## config.mk

```make
export PLATFORM = sky130hd
export DESIGN_NAME = phy_status_led
export DESIGN_NICKNAME = d
export VERILOG_FILES = /design/src/phy_status_led_pkg.sv /design/src/indicator_driver.sv /design/src/phy_status_led.sv
export SDC_FILE = /design/constraint.sdc
export NUM_CORES = 1
export LEC_CHECK = 0
export BUFFER_PORTS_ARGS = -buffer_cell sky130_fd_sc_hd__buf_2
export CAP_MARGIN = 0
export CORE_UTILIZATION = 55
export DETAILED_ROUTE_END_ITERATION = 8
export GPL_TIMING_DRIVEN = 0
export PLACE_DENSITY = 0.71
export SLEW_MARGIN = 20
export SYNTH_ARGS = -nofsm -noshare
export SYNTH_HDL_FRONTEND = slang
export SYNTH_HIERARCHICAL = 1
export SYNTH_SLANG_ARGS = --single-unit
```

## constraint.sdc

```tcl
create_clock -name clk_i -period 2.68 [get_ports clk_i]
set_input_delay 0.536 -clock clk_i [delete_from_list [all_inputs] [get_ports clk_i]]
set_output_delay 0.536 -clock clk_i [all_outputs]
set_load 0.05 [all_outputs]
```

## src/phy_status_led_pkg.sv

```systemverilog
// shared constants for status-change reporting and indicator selection
package phy_status_led_pkg;

	// management register addresses (5-bit register space)
	localparam logic [4:0] INT_ENABLE_ADDR = 5'h12;
	localparam logic [4:0] STATUS_CHANGE_ADDR = 5'h13;
	localparam logic [4:0] INDICATOR_CFG_ADDR = 5'h14;

	// status-change field positions
	localparam int AUTONEG_DONE_BIT = 7;
	localparam int SPEED_CHG_BIT = 6;
	localparam int DUPLEX_CHG_BIT = 5;
	localparam int LINK_CHG_BIT = 4;
	localparam int IRQ_PENDING_BIT = 2;

	// interrupt enable field positions
	localparam int MASK_LSB = 4;
	localparam int IRQ_ENABLE_BIT = 1;
	localparam int IRQ_FORCE_BIT = 0;

	// indicator configuration field positions
	localparam int IND_ONE_LSB = 12;
	localparam int IND_TWO_LSB = 8;
	localparam int IND_THREE_LSB = 4;
	localparam int STRETCH_DUR_LSB = 2;
	localparam int STRETCH_EN_BIT = 1;

	// reset values
	localparam logic [3:0] IND_ONE_RESET = 4'h0;
	localparam logic [3:0] IND_TWO_RESET = 4'h4;
	localparam logic [3:0] IND_THREE_RESET = 4'h2;
	localparam logic [1:0] STRETCH_DUR_RESET = 2'h0;
	localparam logic STRETCH_EN_RESET = 1'b1;
	localparam logic [3:0] MASK_RESET = 4'h0;

	// indicator selector codes
	localparam logic [3:0] SEL_SPEED = 4'h0;
	localparam logic [3:0] SEL_TX = 4'h1;
	localparam logic [3:0] SEL_RX = 4'h2;
	localparam logic [3:0] SEL_COL = 4'h3;
	localparam logic [3:0] SEL_LINK = 4'h4;
	localparam logic [3:0] SEL_DUPLEX = 4'h5;
	localparam logic [3:0] SEL_ACT = 4'h7;
	localparam logic [3:0] SEL_FORCE_ON = 4'h8;
	localparam logic [3:0] SEL_FORCE_OFF = 4'h9;
	localparam logic [3:0] SEL_BLINK_FAST = 4'ha;
	localparam logic [3:0] SEL_BLINK_SLOW = 4'hb;
	localparam logic [3:0] SEL_LINK_RX = 4'hc;
	localparam logic [3:0] SEL_LINK_ACT = 4'hd;
	localparam logic [3:0] SEL_DUPLEX_COL = 4'he;

	// stretch duration codes
	localparam logic [1:0] DUR_30 = 2'h0;
	localparam logic [1:0] DUR_60 = 2'h1;
	localparam logic [1:0] DUR_100 = 2'h2;

	// timing: clock period and stretch/blink times
	localparam int CLK_PERIOD_NS = 10;
	localparam int STRETCH_30_MS = 30;
	localparam int STRETCH_60_MS = 60;
	localparam int STRETCH_100_MS = 100;
	localparam int BLINK_FAST_HALF_MS = 50;
	localparam int BLINK_SLOW_HALF_MS = 250;
	localparam int STRETCH_30_CYC = STRETCH_30_MS * 1000000 / CLK_PERIOD_NS;
	localparam int STRETCH_60_CYC = STRETCH_60_MS * 1000000 / CLK_PERIOD_NS;
	localparam int STRETCH_100_CYC = STRETCH_100_MS * 1000000 / CLK_PERIOD_NS;
	localparam int BLINK_FAST_CYC = BLINK_FAST_HALF_MS * 1000000 / CLK_PERIOD_NS;
	localparam int BLINK_SLOW_CYC = BLINK_SLOW_HALF_MS * 1000000 / CLK_PERIOD_NS;

	localparam int CNT_W = 32;

endpackage : phy_status_led_pkg

```

## src/indicator_driver.sv

```systemverilog
// one indicator driver: selector decode, pulse stretching, output flop
`timescale 1ns/1ps
module indicator_driver (
	// clock and reset
	input wire logic clk_i,
	input wire logic rstn_i,
	// configuration
	input wire logic [3:0] select_i,
	input wire logic stretch_en_i,
	input wire logic [31:0] stretch_cycles_i,
	// line status
	input wire logic speed_100_i,
	input wire logic link_up_i,
	input wire logic full_duplex_i,
	input wire logic tx_active_i,
	input wire logic rx_active_i,
	input wire logic collision_i,
	// shared blink references
	input wire logic blink_fast_i,
	input wire logic blink_slow_i,
	// indicator output, high = lit
	output logic led_o
);

	typedef struct packed {
		logic [31:0] tx_cnt;
		logic [31:0] rx_cnt;
		logic [31:0] col_cnt;
		logic led;
	} state_s;

	state_s state_q;
	state_s state_d;
	logic tx_str;
	logic rx_str;
	logic col_str;

	// stretched views hold each event for the programmed time after it ends
	assign tx_str = tx_active_i || (state_q.tx_cnt != '0);
	assign rx_str = rx_active_i || (state_q.rx_cnt != '0);
	assign col_str = collision_i || (state_q.col_cnt != '0);

	// reload on event, count down otherwise; combined codes always use these
	always_comb begin
		state_d = state_q;
		state_d.tx_cnt = tx_active_i ? stretch_cycles_i :
			(state_q.tx_cnt != '0 ? state_q.tx_cnt - 32'h1 : '0);
		state_d.rx_cnt = rx_active_i ? stretch_cycles_i :
			(state_q.rx_cnt != '0 ? state_q.rx_cnt - 32'h1 : '0);
		state_d.col_cnt = collision_i ? stretch_cycles_i :
			(state_q.col_cnt != '0 ? state_q.col_cnt - 32'h1 : '0);
		unique case (select_i)
			phy_status_led_pkg::SEL_SPEED: state_d.led = speed_100_i;
			phy_status_led_pkg::SEL_TX: state_d.led = stretch_en_i ? tx_str : tx_active_i;
			phy_status_led_pkg::SEL_RX: state_d.led = stretch_en_i ? rx_str : rx_active_i;
			phy_status_led_pkg::SEL_COL: state_d.led = stretch_en_i ? col_str : collision_i;
			phy_status_led_pkg::SEL_LINK: state_d.led = link_up_i;
			phy_status_led_pkg::SEL_DUPLEX: state_d.led = full_duplex_i;
			phy_status_led_pkg::SEL_ACT: state_d.led = stretch_en_i ? (tx_str || rx_str) :
				(tx_active_i || rx_active_i);
			phy_status_led_pkg::SEL_FORCE_ON: state_d.led = 1'b1;
			phy_status_led_pkg::SEL_FORCE_OFF: state_d.led = 1'b0;
			phy_status_led_pkg::SEL_BLINK_FAST: state_d.led = blink_fast_i;
			phy_status_led_pkg::SEL_BLINK_SLOW: state_d.led = blink_slow_i;
			phy_status_led_pkg::SEL_LINK_RX: state_d.led = link_up_i ^ (rx_str && blink_fast_i);
			phy_status_led_pkg::SEL_LINK_ACT: state_d.led =
				link_up_i ^ ((tx_str || rx_str) && blink_fast_i);
			phy_status_led_pkg::SEL_DUPLEX_COL: state_d.led =
				full_duplex_i ^ (col_str && blink_fast_i);
			// unused encodings leave the indicator dark
			default: state_d.led = 1'b0;
		endcase
	end

	// single state register
	always_ff @(posedge clk_i or negedge rstn_i) begin
		if (!rstn_i) begin
			state_q <= '0;
		end else begin
			state_q <= state_d;
		end
	end

	assign led_o = state_q.led;

endmodule : indicator_driver

```

## src/phy_status_led.sv

```systemverilog
// status-change register, interrupt mask and indicator configuration
//
// Overview of operation
// - bit 7 shows auto-negotiation done
// - bit 6 speed changed, cleared on read
// - bit 5 duplex changed, cleared on read
// - bit 4 link changed, resets zero
// - bit 2 shows interrupt pending
// - code 0000 shows speed, default one
// - codes 1-3 show tx, rx, collision stretched
// - code 0100 shows link, default two
// - code 0101 shows duplex, continuous
// - code 0111 shows activity, stretched
// - codes 8-b force on, off, blink
// - code 1100 link solid, rx blinks
// - code 1101 link solid, activity blinks
// - code 1110 duplex solid, collision blinks
// - combined codes stretch regardless of enable
// - duration field picks 30, 60, 100 ms
// - stretch enable bit, resets to one
// - masked events raise management interrupt
`timescale 1ns/1ps
module phy_status_led #(
	parameter int unsigned STRETCH_30_CYC = phy_status_led_pkg::STRETCH_30_CYC,
	parameter int unsigned STRETCH_60_CYC = phy_status_led_pkg::STRETCH_60_CYC,
	parameter int unsigned STRETCH_100_CYC = phy_status_led_pkg::STRETCH_100_CYC,
	parameter int unsigned BLINK_FAST_CYC = phy_status_led_pkg::BLINK_FAST_CYC,
	parameter int unsigned BLINK_SLOW_CYC = phy_status_led_pkg::BLINK_SLOW_CYC
) (
	// clock and reset
	input wire logic clk_i,
	input wire logic rstn_i,
	// management register port from the serial frame decoder
	input wire logic [4:0] reg_addr_i,
	input wire logic reg_wr_i,
	input wire logic reg_rd_i,
	input wire logic [15:0] reg_wdata_i,
	output logic [15:0] reg_rdata_o,
	// line status from the PHY core
	input wire logic autoneg_done_i,
	input wire logic speed_100_i,
	input wire logic full_duplex_i,
	input wire logic link_up_i,
	input wire logic tx_active_i,
	input wire logic rx_active_i,
	input wire logic collision_i,
	// outputs
	output logic mgmt_irq_o,
	output logic [1:0] led_o
);

	typedef struct packed {
		logic an_flag;
		logic speed_flag;
		logic duplex_flag;
		logic link_flag;
		logic speed_prev;
		logic duplex_prev;
		logic link_prev;
		logic [3:0] mask;
		logic irq_en;
		logic irq_force;
		logic [3:0] ind_one;
		logic [3:0] ind_two;
		logic [3:0] ind_three;
		logic [1:0] dur;
		logic stretch_en;
		logic irq;
		logic [15:0] rdata;
		logic [31:0] fast_cnt;
		logic [31:0] slow_cnt;
		logic blink_fast;
		logic blink_slow;
	} state_s;

	state_s state_q;
	state_s state_d;
	logic [31:0] stretch_cycles;
	logic [3:0] sel [2];

	// address match against a register, shared by read and write paths
	function automatic logic hit(input logic [4:0] addr, input logic [4:0] target);
		hit = (addr == target);
	endfunction : hit

	// assemble the status-change word from flags and pending state
	function automatic logic [15:0] status_word(input state_s s);
		logic [15:0] w;
		w = '0;
		w[phy_status_led_pkg::AUTONEG_DONE_BIT] = s.an_flag;
		w[phy_status_led_pkg::SPEED_CHG_BIT] = s.speed_flag;
		w[phy_status_led_pkg::DUPLEX_CHG_BIT] = s.duplex_flag;
		w[phy_status_led_pkg::LINK_CHG_BIT] = s.link_flag;
		w[phy_status_led_pkg::IRQ_PENDING_BIT] = s.irq;
		return w;
	endfunction : status_word

	always_comb begin
		unique case (state_q.dur)
			phy_status_led_pkg::DUR_60: stretch_cycles = STRETCH_60_CYC;
			phy_status_led_pkg::DUR_100: stretch_cycles = STRETCH_100_CYC;
			// reserved code falls back to the shortest time
			default: stretch_cycles = STRETCH_30_CYC;
		endcase
	end

	assign sel[0] = state_q.ind_one;
	assign sel[1] = state_q.ind_two;

	// next-state logic for flags, registers, read data and blink references
	always_comb begin
		logic rd_status;
		logic [3:0] pend;
		rd_status = reg_rd_i && hit(reg_addr_i, phy_status_led_pkg::STATUS_CHANGE_ADDR);
		pend = {state_q.an_flag, state_q.speed_flag, state_q.duplex_flag, state_q.link_flag}
			& state_q.mask;
		state_d = state_q;
		state_d.speed_prev = speed_100_i;
		state_d.duplex_prev = full_duplex_i;
		state_d.link_prev = link_up_i;
		state_d.an_flag = (state_q.an_flag && !rd_status) || autoneg_done_i;
		state_d.speed_flag = (state_q.speed_flag && !rd_status) ||
			(speed_100_i != state_q.speed_prev);
		state_d.duplex_flag = (state_q.duplex_flag && !rd_status) ||
			(full_duplex_i != state_q.duplex_prev);
		state_d.link_flag = (state_q.link_flag && !rd_status) ||
			(link_up_i != state_q.link_prev);
		state_d.irq = state_q.irq_en && ((|pend) || state_q.irq_force);
		// register writes
		if (reg_wr_i && hit(reg_addr_i, phy_status_led_pkg::INT_ENABLE_ADDR)) begin
			state_d.mask = reg_wdata_i[phy_status_led_pkg::MASK_LSB +: 4];
			state_d.irq_en = reg_wdata_i[phy_status_led_pkg::IRQ_ENABLE_BIT];
			state_d.irq_force = reg_wdata_i[phy_status_led_pkg::IRQ_FORCE_BIT];
		end
		if (reg_wr_i && hit(reg_addr_i, phy_status_led_pkg::INDICATOR_CFG_ADDR)) begin
			state_d.ind_one = reg_wdata_i[phy_status_led_pkg::IND_ONE_LSB +: 4];
			state_d.ind_two = reg_wdata_i[phy_status_led_pkg::IND_TWO_LSB +: 4];
			state_d.ind_three = reg_wdata_i[phy_status_led_pkg::IND_THREE_LSB +: 4];
			state_d.dur = reg_wdata_i[phy_status_led_pkg::STRETCH_DUR_LSB +: 2];
			state_d.stretch_en = reg_wdata_i[phy_status_led_pkg::STRETCH_EN_BIT];
		end
		// read data is captured on the read strobe; unmapped reads return zero
		if (reg_rd_i) begin
			state_d.rdata = '0;
			if (rd_status) begin
				state_d.rdata = status_word(state_q);
			end else if (hit(reg_addr_i, phy_status_led_pkg::INT_ENABLE_ADDR)) begin
				state_d.rdata[phy_status_led_pkg::MASK_LSB +: 4] = state_q.mask;
				state_d.rdata[phy_status_led_pkg::IRQ_ENABLE_BIT] = state_q.irq_en;
				state_d.rdata[phy_status_led_pkg::IRQ_FORCE_BIT] = state_q.irq_force;
			end else if (hit(reg_addr_i, phy_status_led_pkg::INDICATOR_CFG_ADDR)) begin
				state_d.rdata[phy_status_led_pkg::IND_ONE_LSB +: 4] = state_q.ind_one;
				state_d.rdata[phy_status_led_pkg::IND_TWO_LSB +: 4] = state_q.ind_two;
				state_d.rdata[phy_status_led_pkg::IND_THREE_LSB +: 4] = state_q.ind_three;
				state_d.rdata[phy_status_led_pkg::STRETCH_DUR_LSB +: 2] = state_q.dur;
				state_d.rdata[phy_status_led_pkg::STRETCH_EN_BIT] = state_q.stretch_en;
			end
		end
		if (state_q.fast_cnt >= BLINK_FAST_CYC - 1) begin
			state_d.fast_cnt = '0;
			state_d.blink_fast = !state_q.blink_fast;
		end else begin
			state_d.fast_cnt = state_q.fast_cnt + 32'h1;
		end
		if (state_q.slow_cnt >= BLINK_SLOW_CYC - 1) begin
			state_d.slow_cnt = '0;
			state_d.blink_slow = !state_q.blink_slow;
		end else begin
			state_d.slow_cnt = state_q.slow_cnt + 32'h1;
		end
	end

	// single state register; reset values set the documented defaults
	always_ff @(posedge clk_i or negedge rstn_i) begin
		if (!rstn_i) begin
			state_q <= '0;
			state_q.mask <= phy_status_led_pkg::MASK_RESET;
			state_q.ind_one <= phy_status_led_pkg::IND_ONE_RESET;
			state_q.ind_two <= phy_status_led_pkg::IND_TWO_RESET;
			state_q.ind_three <= phy_status_led_pkg::IND_THREE_RESET;
			state_q.dur <= phy_status_led_pkg::STRETCH_DUR_RESET;
			state_q.stretch_en <= phy_status_led_pkg::STRETCH_EN_RESET;
		end else begin
			state_q <= state_d;
		end
	end

	// indicator drivers share blink references and stretch time
	for (genvar i = 0; i < 2; i++) begin : g_ind
		indicator_driver u_ind (
			.clk_i(clk_i),
			.rstn_i(rstn_i),
			.select_i(sel[i]),
			.stretch_en_i(state_q.stretch_en),
			.stretch_cycles_i(stretch_cycles),
			.speed_100_i(speed_100_i),
			.link_up_i(link_up_i),
			.full_duplex_i(full_duplex_i),
			.tx_active_i(tx_active_i),
			.rx_active_i(rx_active_i),
			.collision_i(collision_i),
			.blink_fast_i(state_q.blink_fast),
			.blink_slow_i(state_q.blink_slow),
			.led_o(led_o[i])
		);
	end

	assign reg_rdata_o = state_q.rdata;
	assign mgmt_irq_o = state_q.irq;

endmodule : phy_status_led

```

==> metrics <==
Layout Skew 0.00858 ns; Initial Util 56.3%; Avg WL per Cell 16.0 um; CP max-delay cell or4_4; Post-synth ARST share 100%; gr usage total 25.5%; number of max-cap violations 0; post-layout min period 2.70 ns; io pins 51; FILL cells 2319; clk sinks 305; final hold violations 0; Placement Rows 62; first-pass GRT wire length 63700 um; worst skew pair latency 0.51 ns; Non-Filler Instances 2349; Die Y 174 um; Residual DRC 0; number of DRC markers in iteration 0 853; Root Buffer clkbuf_16; first-pass detailed-route iteration total 8; Die ar. 30300 sq um; routability cong. 0.813; Post-synth EDFFs 0; CP endpoint kind flip-flop; number of synthesized register bits 305; Slew Limit Fails 0; initial antenna violation count 0; status finished, violations left; PD cells 700 nW/um^2; worst path cell trace or4_4 -> or4_4 -> buf_8 -> nor4_4 -> buf_4 -> a21oi_1 -> nor4_2 -> o2111ai_1; TritonCTS Buffers 35; CP max FO 7; Tcrit/Tclk final 101%; # placed instances 2275; most used cell, CP or4_4; DR vias 13000; via/cell ratio 5.52; Seq/Total Area, Yosys 46.9%; Detail Route Antenna Nets 0; worst setup margin -0.0195 ns; H-tree levels 2; CP startpoint kind flip-flop; pin count of the biggest net entering global routing 98; RSZ-0062 raised after global routing true; Relative slew margins 41.1%; CP required 3.05 ns; WL final 37700 um; Buffers on Ports 49; worst-case hold slack 0.226 ns; Worst Setup SP g_ind[1].u_ind/state_q[56]; Final Setup Violations 1; gr ovfl total 0; Critical Path AT 3.07 ns; Top FF cell, synth dfrtp_1; share of cells above drive strength 1 14.0%; post-layout util 66.7%; Pleak 7.96 nW; HPWL Detailed 24900 um; synth-to-layout area growth 18.5%; Mean Syn Cell Area 9.52 sq um; CTS tree done; core area 28900 sq um; Yosys cell types 81; Clock Tree Buf Depth 3; failing checks negative setup slack; commonest cells after routing, fill and taps aside dfrtp_1, nand2_1, xnor2_1; fin nets 1989; hold crit path type in -> reg; pin slew with the least headroom to its limit 0.883 ns; vias in the first global route 12800; Mapped Area 16300 sq um; clock-pin slew on the worst setup and hold paths 0.06 ns; most common cell after layout, fill and taps aside dfrtp_1; synth warn 6; Antenna Cells 0; slowest stage delay, CP 0.55 ns; Mapped Cells 1711; Max VDD drop 0.605 mV; power after layout 13.5 mW; Max Freq 370 MHz; Die W 174 um; Hold Startpoint speed_100_i; worst setup path class reg -> reg; reg2reg start g_ind[1].u_ind/state_q[56]
[cell families after synthesis]
group / Yosys count / synth area share, %
simple gates: 714 / 23.3
flops: 305 / 46.9
compound gates: 295 / 11.5
xor+xnor: 203 / 10.9
buf+inv: 144 / 3.90
mux: 30 / 2.10
fa+ha+maj: 18 / 1.38
other cells: 2 / 0.0461
[worst paths after layout]
check | endpoint | cells after the start | slack, ns
max in group asynchronous | state_q[13] | 4 | 1.06
min in group asynchronous | g_ind[0].u_ind/state_q[60] | 2 | 0.50
hold reg to reg | state_q[2] | 1 | 0.49
hold / removal | state_q[106] | 1 | 0.23
setup / recovery | g_ind[1].u_ind/led_o | 8 | -0.02
setup reg to reg | g_ind[1].u_ind/led_o | 8 | -0.02
[layout make-up]
| cell class | instances | area, sq um | share of cell area, % |
|---|---|---|---|
| Multi-Input combinational cell | 1390 | 8680 | 45.0 |
| Sequential cell | 305 | 7640 | 39.6 |
| Clock buffer | 46 | 1030 | 5.34 |
| Timing Repair Buffer | 71 | 483 | 2.50 |
| Tap cell | 384 | 480 | 2.49 |
| Buffer | 83 | 438 | 2.27 |
| Clock inverter | 17 | 345 | 1.79 |
| Inverter | 53 | 199 | 1.03 |
[state kept, by name, indices dropped and copies added (netlist names)]
register and flops:
g_ind.u_ind/state_q 192, reg_rdata_o 16, mgmt_irq_o 1, sel 8, g_ind.u_ind/led_o 2, state_q 86
[what timing repair did]
item,in CTS,in global routing
gates resized for setup,25,36
buffers inserted,10,8
endpoints found under the setup margin,142,105
pin swaps,7,8
hold endpoints to repair,33,0
hold buffers,1,0
[report_power, final]
part | switching, mW | internal, mW | leakage, nW | total, mW
clock network | 1.91 | 3.67 | 0.662 | 5.58
logic | 1.22 | 0.880 | 3.49 | 2.10
registers | 0.657 | 5.18 | 3.81 | 5.83
total | 3.79 | 9.73 | 7.96 | 13.5
[critical path, delay by kind of cell, from the launching register on]
family / cells / cell delay (ns)
buffers and inverters: 2 / 0.34
and+or+nand+nor: 4 / 1.63
AOI/OAI and AO/OA: 2 / 0.21
DFF: 1 / 0.40
[synthesized netlist by cell type (all sizes together) (6+ instances only)]
cell    number  area (sq um)
a211oi      13           103
a21o        10          75.1
a21oi       16          80.1
a31oi        6          37.5
and3         8          55.1
buf         28           195
clkbuf      63           240
dfrtp      302          7560
ha          18           225
inv         53           199
mux2        23           259
mux2i        6          60.1
nand2      237           892
nand2b       7          51.3
nand3       49           250
nand3b       7          52.6
nand4       20           140
nor2       131           499
nor2b        7          43.8
nor3        76           390
nor3b        6          45.0
nor4        68           571
nor4b        6          67.6
o211ai       8          65.1
o21ai      136           684
o31ai       73           558
or2         11          68.8
or3         23           159
or4         37           305
xnor2      141          1230
xor2        62           543
[routing by layer]
| layer | up-vias | global-route usage, % | routed length (um) | share of wire [%] |
|---|---|---|---|---|
| li1 | 6364 | - | - | - |
| met1 | 6292 | 35.2 | 17200 | 46 |
| met2 | 256 | 42.3 | 18200 | 48 |
| met3 | 58 | 3.46 | 1580 | 4.2 |
| met4 | 0 | 6.87 | 699 | 1.9 |
| met5 | - | 0 | 0 | 0 |
[per-stage QoR]
stage / TNS (ns) / area, sq um / worst slack (ns)
floorplan: 0 / 16800 / 0.0616
global placement: -1468.72 / 17500 / -4.77
finish: -0.0195 / 19300 / -0.0195
detailed placement: -30.59 / 17600 / -0.487
global route: -0.305 / 19300 / -0.149
CTS: -0.00709 / 19100 / -0.00709
Power figures use the tool's default switching activity.
